## src/shared/stack_direct_pkg.sv

```systemverilog
// Purpose: Shared types and constants for stack and direct-page address generation.
// Assumes: One 20 MHz clock; all request fields come from logic on that clock.
// Notes:   The bank byte of every generated address is constant zero.
package stack_direct_pkg;

  localparam logic [7:0]  BANK_ZERO       = 8'h00;
  localparam logic [7:0]  EMU_STACK_PAGE  = 8'h01;
  localparam logic [7:0]  ZERO_PAGE       = 8'h00;
  localparam logic [15:0] SP_RESET        = 16'h01FF;
  localparam logic [23:0] ADDR_RESET      = 24'h000000;
  localparam int          ADDR_LOW_MSB    = 15;
  localparam int          PAGE_MSB        = 15;
  localparam int          PAGE_LSB        = 8;

  // Which address path a request uses.
  typedef enum logic [1:0] {
    ACC_STACK,      // Push, pull, call and return traffic: S plus a delta.
    ACC_STACK_REL,  // Stack-relative operand: S plus operand plus byte number.
    ACC_DIRECT,     // Direct, direct X, direct Y data access.
    ACC_DIRECT_PTR  // Long-indirect direct or push-effective-indirect pointer fetch.
  } access_kind_t;

  typedef struct packed {
    logic           valid;
    access_kind_t   kind;
    logic           carry_past;  // Stack op allowed to leave the emulation stack page.
    logic [7:0]     operand;     // Direct or stack-relative offset byte.
    logic [15:0]    index;       // X or Y for indexed direct, else zero.
    logic [15:0]    stack_delta; // Two's complement offset from S for ACC_STACK.
    logic [1:0]     byte_num;    // Byte of a multi-byte access, 0 to 2.
  } addr_req_t;

  typedef struct packed {
    logic           write;
    logic [15:0]    value;
  } sp_write_t;

endpackage

```

## src/core/stack_direct_address_gen.sv

```systemverilog
// Purpose: Effective addresses for stack and direct-page modes on a 24-bit bus.
// Assumes: Sequencer, direct register and mode flag are on clk_i; no pin inputs.
// Notes:   One request per cycle; the address appears one cycle after the request.
`timescale 1ns/100ps

module stack_direct_address_gen
  import stack_direct_pkg::*;
(
  input  wire logic        clk_i,
  input  wire logic        rst_b_i,
  input  wire logic        emulation_i,
  input  wire logic [15:0] direct_reg_i,
  input  wire addr_req_t   req_i,
  input  wire sp_write_t   sp_write_i,
  output logic [23:0]      addr_o,
  output logic             addr_valid_o,
  output logic [15:0]      stack_pointer_o
);

  // Keeps the high byte of a page and replaces the low byte with a wrapped offset.
  function automatic logic [15:0] page_wrap(input logic [7:0] page, input logic [15:0] sum);
    page_wrap = {page, sum[7:0]};
  endfunction

  logic        emulation_q;
  logic [15:0] sp;
  logic [15:0] next_sp;
  logic [15:0] next_addr_low;

  wire logic [7:0]  direct_base_high_byte = direct_reg_i[PAGE_MSB:PAGE_LSB];
  wire logic [7:0]  direct_base_low_byte  = direct_reg_i[7:0];
  wire logic        emulation_entry       = emulation_i && !emulation_q;

  // All sums are 16 bits wide, so a carry out of bit 15 is simply dropped.
  wire logic [15:0] stack_sum     = sp + req_i.stack_delta;
  wire logic [15:0] stack_rel_sum = sp + {8'h00, req_i.operand} + {14'h0000, req_i.byte_num};
  wire logic [15:0] direct_sum    = direct_reg_i + {8'h00, req_i.operand} + req_i.index;
  wire logic [15:0] ptr_start     = direct_reg_i + {8'h00, req_i.operand};
  wire logic [15:0] ptr_sum       = ptr_start + {14'h0000, req_i.byte_num};
  // In paged emulation, only the pointer start wraps; later bytes carry upward.
  wire logic [15:0] ptr_paged     = page_wrap(direct_base_high_byte, ptr_start)
                                    + {14'h0000, req_i.byte_num};
  wire logic        direct_paged  = emulation_i && (direct_base_low_byte == 8'h00);

  wire logic [15:0] stack_addr  = (emulation_i && !req_i.carry_past)
                                  ? page_wrap(EMU_STACK_PAGE, stack_sum)
                                  : stack_sum;
  wire logic [15:0] direct_addr = direct_paged
                                  ? page_wrap(direct_base_high_byte, direct_sum)
                                  : direct_sum;
  wire logic [15:0] ptr_addr    = direct_paged ? ptr_paged : ptr_sum;

  always_comb begin
    unique case (req_i.kind)
      ACC_STACK:      next_addr_low = stack_addr;
      ACC_STACK_REL:  next_addr_low = stack_rel_sum;
      ACC_DIRECT:     next_addr_low = direct_addr;
      ACC_DIRECT_PTR: next_addr_low = ptr_addr;
    endcase
  end

  // A plain write of S in emulation still lands in the stack page.
  always_comb begin
    next_sp = sp;
    if (sp_write_i.write) begin
      next_sp = sp_write_i.value;
    end
    if (emulation_entry || (emulation_i && sp_write_i.write)) begin
      next_sp[PAGE_MSB:PAGE_LSB] = EMU_STACK_PAGE;
    end
  end

  always_ff @(posedge clk_i or negedge rst_b_i) begin
    if (!rst_b_i) begin
      emulation_q <= 1'b1;
      sp          <= SP_RESET;
    end else begin
      emulation_q <= emulation_i;
      sp          <= next_sp;
    end
  end

  always_ff @(posedge clk_i or negedge rst_b_i) begin
    if (!rst_b_i) begin
      addr_o       <= ADDR_RESET;
      addr_valid_o <= 1'b0;
    end else begin
      addr_valid_o <= req_i.valid;
      if (req_i.valid) begin
        addr_o <= {BANK_ZERO, next_addr_low};
      end
    end
  end

  assign stack_pointer_o = sp;
endmodule

```

## config.mk

```make
export PLATFORM = sky130hd
export DESIGN_NAME = stack_direct_address_gen
export DESIGN_NICKNAME = d
export VERILOG_FILES = /design/src/shared/stack_direct_pkg.sv /design/src/core/stack_direct_address_gen.sv
export SDC_FILE = /design/constraint.sdc
export NUM_CORES = 1
export LEC_CHECK = 0
export BUFFER_PORTS_ARGS = -buffer_cell sky130_fd_sc_hd__buf_4
export CAP_MARGIN = 10
export CELL_PAD_IN_SITES_DETAIL_PLACEMENT = 0
export CELL_PAD_IN_SITES_GLOBAL_PLACEMENT = 2
export CORE_MARGIN = 5
export CORE_UTILIZATION = 35
export CTS_CLUSTER_SIZE = 24
export DETAILED_ROUTE_END_ITERATION = 6
export GPL_TIMING_DRIVEN = 0
export PLACE_DENSITY = 0.94
export SLEW_MARGIN = 20
export SYNTH_ARGS = -nofsm -noshare
export SYNTH_HDL_FRONTEND = slang
export SYNTH_SLANG_ARGS = --single-unit
```

## constraint.sdc

```tcl
create_clock -name clk_i -period 5.52 [get_ports clk_i]
set_input_delay 0.828 -clock clk_i [delete_from_list [all_inputs] [get_ports clk_i]]
set_output_delay 0.828 -clock clk_i [all_outputs]
set_load 0.02 [all_outputs]
```

==> flow_summary.json, run 1 <==
{
  "netlist-cell-type-count": 71,
  "first_global_vias": 5008,
  "fin_tns_setup_ns": 0,
  "p_comb_share_pct": 58.3,
  "final_cell_count_no_fill": 898,
  "switching_share_pct": 41.9,
  "synth-main-ff-cell": "sky130_fd_sc_hd__dfrtp_1",
  "synth.avg_cell_area_um2": 8.38,
  "grt_util_all_layers_pct": 19.1,
  "post_route_cells_drive_above_1_share_pct": 23.3,
  "finalClockSkew_ns": 0.00634,
  "drt-total-wl_um": 16000,
  "achievable-frequency_mhz": 223,
  "switchingPower_uw": 618,
  "cts_tree": "built",
  "clk_sinks": 34,
  "chipWidth_um": 129,
  "timing.critical_path.slowest_cell_delay_ns": 0.47,
  "drt-initial-drc-count": 278,
  "gp_congestion": 0.921,
  "detailed_place_hpwl_um": 13500,
  "flow.area_growth_from_synthesis_pct": 24.1,
  "timing.final.hold_violations": 0,
  "critical_path.startpoint_type": "primary input",
  "initial_antenna_violation_count": 0,
  "register_area_share_after_synthesis_pct": 17.3,
  "ctsLongestPathBuffers": 2,
  "setup_repair_after_global_routing_missed_its_margin": "no",
  "tritoncts.num_buffers": 5,
  "yosys_warnings": 0,
  "1st_pass_router_iterations": 5,
  "p_total_uw": 1470,
  "worst_ep_required_time_ns": 5.73,
  "powerDensity_nw_per_um2": 238,
  "cts-hold-fix-buffers": 0,
  "rrSetupSlack_ns": 2.04,
  "route.antenna.remaining_nets": 0,
  "postCtsResizedCells": 0,
  "detail_route.drc_violations": 0,
  "timing_worst_slew_pin_value_ns": 0.671,
  "numPortBuffers": 108,
  "data_arrival_time_at_the_worst_slack_endpoint_ns": 4.70,
  "number_of_ports_placed_on_the_die_boundary": 123,
  "finalSetupViolations": 0,
  "synth_area_leaders": "sky130_fd_sc_hd__ha_1, sky130_fd_sc_hd__dfrtp_1, sky130_fd_sc_hd__xnor2_1",
  "timing.final.crit_share_pct": 81.3,
  "post_cts_buffers": 0,
  "power_report.internal_total_uw": 856,
  "netlist_instances": 595,
  "status": "finished clean",
  "post_synth_instance_area_um2": 4980,
  "sort_of_element_at_the_end_of_the_critical_path": "register",
  "grt_overflow": 0,
  "cap_viol_max_count": 0,
  "ys_async_sr_fraction_pct": 100,
  "timing.final.max_slew_violations": 0,
  "worst_path_most_repeated_cell": "sky130_fd_sc_hd__clkbuf_1",
  "routed_via_density": 5.53,
  "via_count": 4963,
  "setup.worst_path.class": "in2reg",
  "cell_with_the_largest_stage_delay_on_the_worst_path": "sky130_fd_sc_hd__or4b_1",
  "initial_utilization_pct": 35.8,
  "rr_endpoint": "addr_o[11]",
  "worstRegToRegCells": 11,
  "cts_root_buffer": "sky130_fd_sc_hd__clkbuf_16",
  "power.sequential.fraction_pct": 23.6,
  "synth_area_leader_cell": "sky130_fd_sc_hd__ha_1",
  "final_net_count": 862,
  "cellLeakagePower_uw": 0.00274,
  "r2r_start": "stack_pointer_o[1]",
  "max_transition_margin_pct": 55.3,
  "layout_min_cycle_time_ns": 4.49,
  "grt_start_max_net_pins": 35,
  "placed_cells_incl_taps": 890,
  "ant_diodes": 0,
  "clkPwrFrac_pct": 18.0,
  "die-area_um2": 16700,
  "clkLatencyLatePin_ns": 0.28,
  "crit_path_cell_trace": "buf_4, ha_1, o21ai_0, o21bai_1, clkbuf_1, and2_0, clkbuf_1, nand2_1, xnor2_1, ha_1, clkbuf_1, nor2b_1, a41o_1, or4b_1, a31o_2, a21oi_1, nand3b_1",
  "design_area_um2": 6180,
  "clk_transition_reported_paths_ns": 0.05,
  "clock_tree.htree_level_count": 2,
  "finish.utilization_pct": 44.4,
  "hold_path.class": "in2async",
  "cp_max_fo": 10,
  "placeableCoreArea_um2": 13900,
  "chipHeight_um": 129,
  "row_count": 43,
  "power.ir.vdd_worst_v": 0.000103,
  "post_dp_cell_area_um2": 6050,
  "ys_seq_elements": 34,
  "synth_edf_count": 0,
  "synth_top_area_share_pct": 14.1,
  "grt_pass1_wl_um": 25600,
  "drt-wirelength-per-cell_um": 17.9
}
-- per-stage QoR --
stage,hold WS [ns],worst slack (ns)
floorplan,0.532,1.44
global placement,0.499,0.893
detailed placement,0.507,0.818
CTS,0.509,1.08
global route,0.535,0.804
finish,0.496,1.03
-- state kept, by name (all words and copies together) (netlist names) --
name	count
addr_o	16
addr_valid_o	1
emulation_q	1
stack_pointer_o	16
-- cells in the final DEF (no fill, tap or decap), types with 22 or more instances in the layout --
cell / instances
sky130_fd_sc_hd__clkbuf_1: 24
sky130_fd_sc_hd__xor2_1: 22
sky130_fd_sc_hd__ha_1: 56
sky130_fd_sc_hd__dfrtp_1: 24
sky130_fd_sc_hd__nand2_1: 45
sky130_fd_sc_hd__nor2_1: 44
sky130_fd_sc_hd__buf_4: 116
sky130_fd_sc_hd__o21ai_0: 33
sky130_fd_sc_hd__a21oi_1: 29
sky130_fd_sc_hd__xnor2_1: 37
-- power by group through the flow --
stage | sequential (µW) | combinational, µW | clock (µW)
finish | 349 | 859 | 266
detailed placement | 351 | 852 | 0
floorplan | 394 | 519 | 0
global route | 354 | 941 | 282
CTS | 348 | 858 | 274
global placement | 349 | 837 | 0
-- worst max-delay path: cells and delay by family --
kind / cells / cell delay (ns)
compound gates: 5 / 0.87
xor+xnor: 1 / 0.28
fa+ha+maj: 2 / 0.67
buf+inv: 4 / 0.97
simple gates: 5 / 1.08
-- worst max-delay path by stage --
| stage | start | endpoint | slack (ns) | cells after the start |
|---|---|---|---|---|
| finish | req_i[40] | addr_o[10] | 1.03 | 17 |
| global route | req_i[39] | addr_o[12] | 0.80 | 17 |
| CTS | req_i[40] | addr_o[10] | 1.08 | 17 |
| detailed placement | req_i[40] | addr_o[10] | 0.82 | 17 |
| global placement | req_i[39] | addr_o[10] | 0.89 | 17 |
| floorplan | direct_reg_i[0] | addr_o[10] | 1.44 | 14 |
-- layout make-up --
type,instances,area (µm²)
plain buffers,32,151
inverters,21,78.8
well taps,180,225
fillers,1414,7750
repair buffers,108,811
multi-input cells,515,3920
flip-flops and latches,34,863
clock buffers,8,136
-- cells by family (layout without fill, tap and decap cells) --
kind of cell | Yosys count | in the layout | share of synthesized area [%]
compound gates | 157 | 157 | 21.3
simple gates | 191 | 191 | 19.4
buf+inv | 53 | 169 | 4.62
xor+xnor | 61 | 61 | 11.0
other cells | 1 | 8 | 0.0752
mux | 35 | 35 | 9.39
fa+ha+maj | 63 | 63 | 16.9
flops | 34 | 34 | 17.3
-- synth_stat cells (4+ instances only) --
library cell               number
sky130_fd_sc_hd__nand2_1       45
sky130_fd_sc_hd__a21oi_1       29
sky130_fd_sc_hd__fa_1           7
sky130_fd_sc_hd__o31ai_1        5
sky130_fd_sc_hd__dfrtp_1       24
sky130_fd_sc_hd__nor3_1        13
sky130_fd_sc_hd__a211oi_1       4
sky130_fd_sc_hd__mux2i_1       13
sky130_fd_sc_hd__o21ai_0       33
sky130_fd_sc_hd__nor2b_1       10
sky130_fd_sc_hd__nor2_1        44
sky130_fd_sc_hd__a221oi_1       5
sky130_fd_sc_hd__mux4_2         8
sky130_fd_sc_hd__mux2_2        14
sky130_fd_sc_hd__nand3_1       18
sky130_fd_sc_hd__o22ai_1        4
sky130_fd_sc_hd__a21o_1        14
sky130_fd_sc_hd__and3_1        10
sky130_fd_sc_hd__nand3b_1       5
sky130_fd_sc_hd__xnor2_1       37
sky130_fd_sc_hd__inv_1         21
sky130_fd_sc_hd__o21ai_1        5
sky130_fd_sc_hd__a31oi_1       13
sky130_fd_sc_hd__o211ai_1       6
sky130_fd_sc_hd__nand4_1        9
sky130_fd_sc_hd__buf_4          8
sky130_fd_sc_hd__o21bai_1       7
sky130_fd_sc_hd__xor2_1        22
sky130_fd_sc_hd__dfstp_2       10
sky130_fd_sc_hd__ha_1          56
sky130_fd_sc_hd__or3_1          6
sky130_fd_sc_hd__clkbuf_1      21
sky130_fd_sc_hd__nor4_1         6
sky130_fd_sc_hd__nand2b_1       6
-- per-layer routing --
metal | wire (µm) | global-route usage [%] | vias to the layer above
met1 | 7540 | 26.4 | 2355
met3 | 862 | 2.06 | 15
li1 | - | - | 2443
met4 | 206 | 4.14 | 0
met5 | 0 | 0 | -
met2 | 7440 | 32.1 | 150
Power figures use the tool's default switching activity.
==> run 2: changes to the inputs <==
--- a/config.mk
+++ b/config.mk
@@ -10,11 +10,11 @@
 export CELL_PAD_IN_SITES_DETAIL_PLACEMENT = 0
 export CELL_PAD_IN_SITES_GLOBAL_PLACEMENT = 2
 export CORE_MARGIN = 5
-export CORE_UTILIZATION = 35
+export CORE_UTILIZATION = 32
 export CTS_CLUSTER_SIZE = 24
 export DETAILED_ROUTE_END_ITERATION = 6
 export GPL_TIMING_DRIVEN = 0
-export PLACE_DENSITY = 0.94
+export PLACE_DENSITY = 0.87
 export SLEW_MARGIN = 20
 export SYNTH_ARGS = -nofsm -noshare
 export SYNTH_HDL_FRONTEND = slang
==> constraint.sdc (replaced) <==
create_clock -name clk_i -period 4.25 [get_ports clk_i]
set_input_delay 0.6375 -clock clk_i [delete_from_list [all_inputs] [get_ports clk_i]]
set_output_delay 0.6375 -clock clk_i [all_outputs]
set_load 0.02 [all_outputs]
==> flow_summary.json, run 2 (same netlist as run 1, synthesis figures left out) <==
{
  "dp_worst_setup_slack_ns": -0.246,
  "numPortBuffers": 108,
  "timing.final.hold_violations": 0,
  "timing.final.crit_share_pct": 95.8,
  "cell_with_the_largest_stage_delay_on_the_worst_path": "sky130_fd_sc_hd__or3b_2",
  "ant_diodes": 0,
  "clock_tree.htree_level_count": 2,
  "setup.worst_path.class": "in2reg",
  "detail_route.drc_violations": 0,
  "finalSetupViolations": 0,
  "clk_transition_reported_paths_ns": 0.06,
  "cts-hold-fix-buffers": 0,
  "p_comb_share_pct": 58.2,
  "first_global_vias": 4843,
  "grt_start_max_net_pins": 35,
  "route.antenna.remaining_nets": 0,
  "1st_pass_router_iterations": 5,
  "power_report.internal_total_uw": 1120,
  "post-route-worst-setup-slack_ns": 0.177,
  "cts_tree": "built",
  "sort_of_element_at_the_end_of_the_critical_path": "register",
  "drt-initial-drc-count": 338,
  "final_net_count": 864,
  "row_count": 45,
  "clkPwrFrac_pct": 18.4,
  "finalClockSkew_ns": 0.00669,
  "gp_congestion": 0.920,
  "achievable-frequency_mhz": 246,
  "via_count": 4888,
  "drt-total-wl_um": 16400,
  "cellLeakagePower_uw": 0.00276,
  "worst_ep_required_time_ns": 4.39,
  "status": "finished clean",
  "clkLatencyLatePin_ns": 0.29,
  "clk_sinks": 34,
  "timing.final.max_slew_violations": 0,
  "powerDensity_nw_per_um2": 309,
  "flow.area_growth_from_synthesis_pct": 25.4,
  "cp_num_cells": 15,
  "crit_path_start": "direct_reg_i[0]",
  "data_arrival_time_at_the_worst_slack_endpoint_ns": 4.21,
  "drt-wirelength-per-cell_um": 17.6,
  "tritoncts.num_buffers": 5,
  "cp_num_buf_inv": 1,
  "critical_path.startpoint_type": "primary input",
  "detailed_place_hpwl_um": 13700,
  "hold_path.class": "in2async",
  "power.ir.vdd_worst_v": 0.000142,
  "timing.critical_path.slowest_cell_delay_ns": 0.52,
  "initial_antenna_violation_count": 0,
  "grt_overflow": 0,
  "switching_share_pct": 42.1,
  "chipHeight_um": 135,
  "rrSetupSlack_ns": 0.76,
  "max_transition_margin_pct": 55.5,
  "worstRegToRegCells": 11,
  "r2r_start": "stack_pointer_o[1]",
  "routed_via_density": 5.25,
  "post_route_cells_drive_above_1_share_pct": 24.0,
  "die-area_um2": 18200,
  "crit_path_cell_trace": "buf_4, ha_1, fa_1, a211oi_4, nor3_1, or3b_2, ha_1, o21ai_0, nor2_1, a21oi_1, o21ai_1, a31oi_1, xnor2_1, a221oi_1, a31oi_1",
  "grt_pass1_wl_um": 25600,
  "post_dp_cell_area_um2": 6080,
  "timing_worst_slew_pin_value_ns": 0.662,
  "cp_max_fo": 4,
  "switchingPower_uw": 812,
  "design_area_um2": 6250,
  "timing.critical_path.to": "addr_o[11]",
  "final_cell_mix": "sky130_fd_sc_hd__buf_4, sky130_fd_sc_hd__ha_1, sky130_fd_sc_hd__nand2_1",
  "placeableCoreArea_um2": 15300,
  "hold-worst-slack_ns": 0.303,
  "fin_tns_setup_ns": 0,
  "rr_endpoint": "addr_o[11]",
  "power.sequential.fraction_pct": 23.4,
  "setup_repair_after_global_routing_missed_its_margin": "yes",
  "cts_root_buffer": "sky130_fd_sc_hd__clkbuf_16",
  "layout_min_cycle_time_ns": 4.07,
  "grt_util_all_layers_pct": 17.6,
  "ctsLongestPathBuffers": 2,
  "chipWidth_um": 135,
  "initial_utilization_pct": 32.7,
  "mostFrequentLayoutCell": "sky130_fd_sc_hd__buf_4",
  "fill_cells": 1531,
  "cp_top_family": "compound AO/OA/AOI/OAI gates",
  "cap_viol_max_count": 0,
  "number_of_ports_placed_on_the_die_boundary": 123
}
==> run 2: worst register-to-register path, delay by kind of cell (launching register included) <==
kind                     cells  cell delay [ns]
XOR/XNOR                     1             0.15
flip-flops                   1             0.59
adder cells (fa/ha/maj)      3             1.11
AND/OR/NAND/NOR              1             0.13
AO/OA/AOI/OAI                6             1.37
==> run 2: how the worst min path moves through the flow <==
stage                      to  slack [ns]  depth (start not counted)  startpoint
floorplan           addr_o[0]        0.34                          0     rst_b_i
global placement    addr_o[0]        0.50                          1   addr_o[0]
detailed placement  addr_o[0]        0.50                          1   addr_o[0]
CTS                 addr_o[2]        0.32                          1     rst_b_i
global route        addr_o[5]        0.35                          1     rst_b_i
finish              addr_o[2]        0.30                          1     rst_b_i
==> run 2: metrics by stage <==
step | util (%) | total power (µW) | std cells
floorplan | - | 1190 | 602
global placement | 39.9 | 1540 | 921
detailed placement | 39.9 | 1560 | 921
CTS | 40.8 | 1930 | 929
global route | 40.9 | 2060 | 931
finish | 40.9 | 1930 | 931
==> run 2: power groups by stage <==
stage | sequential [µW] | combinational (µW) | clock [µW]
2_1_floorplan | 511 | 674 | 0
3_3_place_gp | 455 | 1090 | 0
3_5_place_dp | 458 | 1110 | 0
4_1_cts | 453 | 1110 | 360
5_1_grt | 461 | 1230 | 374
6_report | 452 | 1120 | 354
==> run 2: what timing repair did <==
action,4_1_cts,5_1_grt
endpoints found under the setup margin,0,6
resized for setup,0,8
setup buffers,0,2
==> run 2: area by class of cell <==
cell class	count	area, µm²	area share, %
inverter	21	78.8	1.26
sequential	34	863	13.8
tap	211	264	4.23
timing repair buffer	110	826	13.2
multi-input combinational	515	3930	62.8
buffer	32	154	2.46
clock buffer	8	136	2.18
==> run 2: metal layers <==
metal | vias to the layer above | wire length (µm) | track usage, %
met5 | - | 0 | 0
met4 | 0 | 183 | 3.85
met3 | 10 | 800 | 2.38
met2 | 140 | 7760 | 30.3
met1 | 2297 | 7630 | 23.6
li1 | 2441 | - | -
==> run 3: changes to the inputs <==
--- a/config.mk
+++ b/config.mk
@@ -15,6 +15,7 @@
 export DETAILED_ROUTE_END_ITERATION = 6
 export GPL_TIMING_DRIVEN = 0
 export PLACE_DENSITY = 0.87
+export RECOVER_POWER = 25
 export SLEW_MARGIN = 20
 export SYNTH_ARGS = -nofsm -noshare
 export SYNTH_HDL_FRONTEND = slang
==> flow_summary.json, run 3 (same netlist as run 1, synthesis figures left out) <==
{
  "drt-initial-drc-count": 340,
  "chipWidth_um": 135,
  "routed_via_density": 5.25,
  "fill_cells": 1535,
  "rrSetupSlack_ns": 0.76,
  "route.antenna.remaining_nets": 0,
  "clock_tree.htree_level_count": 2,
  "initial_utilization_pct": 32.7,
  "max_transition_margin_pct": -26.9,
  "data_arrival_time_at_the_worst_slack_endpoint_ns": 4.21,
  "first_global_vias": 4843,
  "cts_root_buffer": "sky130_fd_sc_hd__clkbuf_16",
  "seq_area_um2": 863,
  "post-route-worst-setup-slack_ns": 0.177,
  "setup_repair_after_global_routing_missed_its_margin": "yes",
  "ant_diodes": 0,
  "initial_antenna_violation_count": 0,
  "powerDensity_nw_per_um2": 309,
  "timing.final.hold_violations": 0,
  "placeableCoreArea_um2": 15300,
  "finish.utilization_pct": 40.9,
  "grt_util_all_layers_pct": 17.6,
  "number_of_ports_placed_on_the_die_boundary": 123,
  "detail_route.drc_violations": 0,
  "ctsLongestPathBuffers": 2,
  "cellLeakagePower_uw": 0.00275,
  "critical_path.startpoint_type": "primary input",
  "drt-wirelength-per-cell_um": 17.6,
  "final_cell_mix": "sky130_fd_sc_hd__buf_4, sky130_fd_sc_hd__ha_1, sky130_fd_sc_hd__nand2_1",
  "status": "complete, but fails checks",
  "finalSetupViolations": 0,
  "flow.area_growth_from_synthesis_pct": 25.1,
  "1st_pass_router_iterations": 5,
  "die-area_um2": 18200,
  "cap_viol_max_count": 1,
  "fin_tns_setup_ns": 0,
  "finalClockSkew_ns": 0.00645,
  "timing_worst_slew_pin_value_ns": 1.90,
  "setup.worst_path.class": "in2reg",
  "placed_cells_incl_taps": 921,
  "achievable-frequency_mhz": 246,
  "worst_ep_required_time_ns": 4.39,
  "mostFrequentLayoutCell": "sky130_fd_sc_hd__buf_4",
  "chipHeight_um": 135,
  "post_route_cells_drive_above_1_share_pct": 23.6,
  "grt_start_max_net_pins": 35,
  "timing.final.max_slew_violations": 35,
  "row_count": 45,
  "sort_of_element_at_the_end_of_the_critical_path": "register",
  "detailed_place_hpwl_um": 13700,
  "power.ir.vdd_worst_v": 0.000143,
  "via_count": 4889,
  "timing.final.crit_share_pct": 95.8,
  "drt-total-wl_um": 16400,
  "violations": "capacitance limit, slew limit",
  "clkLatencyLatePin_ns": 0.29,
  "cp_max_fo": 4,
  "tritoncts.num_buffers": 5,
  "numPortBuffers": 108,
  "grt_pass1_wl_um": 25600,
  "clk_transition_reported_paths_ns": 0.06,
  "final_cell_count_no_fill": 931,
  "final_net_count": 864,
  "layout_min_cycle_time_ns": 4.07,
  "cts_tree": "built",
  "clk_sinks": 34,
  "hold_path.class": "reg2reg",
  "dp_worst_setup_slack_ns": -0.246,
  "grt_overflow": 0,
  "multi_input_comb_area_um2": 3930,
  "gp_congestion": 0.920
}
==> run 3: cell count changes in the layout (fill, tap and decap cells not counted), sizes merged <==
cell    change
buf         -3
clkbuf      +3
==> run 3: path summary, 6_finish.rpt <==
check                                   start                  end  cells past startpoint
setup / recovery              direct_reg_i[0]           addr_o[11]                     15
hold / removal                      addr_o[0]            addr_o[0]                      1
setup reg to reg           stack_pointer_o[1]           addr_o[11]                     11
hold reg to reg                     addr_o[0]            addr_o[0]                      1
max in group asynchronous             rst_b_i  stack_pointer_o[14]                      1
min in group asynchronous             rst_b_i            addr_o[0]                      1
==> run 3: critical path, stage by stage <==
cell                       delay (ns)
sky130_fd_sc_hd__buf_4           0.12
sky130_fd_sc_hd__ha_1            0.23
sky130_fd_sc_hd__fa_1            0.45
sky130_fd_sc_hd__a211oi_4        0.33
sky130_fd_sc_hd__nor3_1          0.10
sky130_fd_sc_hd__or3b_2          0.52
sky130_fd_sc_hd__ha_1            0.38
sky130_fd_sc_hd__o21ai_0         0.11
sky130_fd_sc_hd__nor2_1          0.09
sky130_fd_sc_hd__a21oi_1         0.28
sky130_fd_sc_hd__o21ai_1         0.16
sky130_fd_sc_hd__a31oi_1         0.22
sky130_fd_sc_hd__xnor2_1         0.13
sky130_fd_sc_hd__a221oi_1        0.33
sky130_fd_sc_hd__a31oi_1         0.13
==> run 3: power breakdown <==
group / internal (µW) / total (µW) / leakage (µW) / switching [µW]
Clock: 218 / 354 / 0.0000652 / 136
Sequential: 392 / 452 / 0.000393 / 60.7
Combinational: 507 / 1120 / 0.00229 / 615
Total: 1120 / 1930 / 0.00275 / 812
==> run 3: layer usage <==
metal	GRT usage (%)	routed length, µm	vias up
li1	-	-	2442
met1	23.6	7630	2295
met2	30.3	7750	142
met3	2.38	791	10
met4	3.85	183	0
met5	0	0	-
==> run 3: cell type report <==
cell class | count | area share [%]
buffer | 32 | 2.47
timing repair buffer | 110 | 13.1
tap | 211 | 4.23
sequential | 34 | 13.8
inverter | 21 | 1.26
clock buffer | 8 | 2.19
multi-input combinational | 515 | 62.9
==> run 3: per-stage QoR <==
stage	area [µm²]	total power, µW	hold WS, ns
2_1_floorplan	5010	1190	0.342
3_3_place_gp	6080	1540	0.502
3_5_place_dp	6080	1560	0.499
4_1_cts	6220	1930	0.316
5_1_grt	6240	2060	0.536
6_report	6240	1930	0.512
==> run 3: what timing repair did <==
action / CTS / global route
setup endpoints to repair: 0 / 6
resized for setup: 0 / 8
hold buffers: 0 / 0
setup buffers: 0 / 2
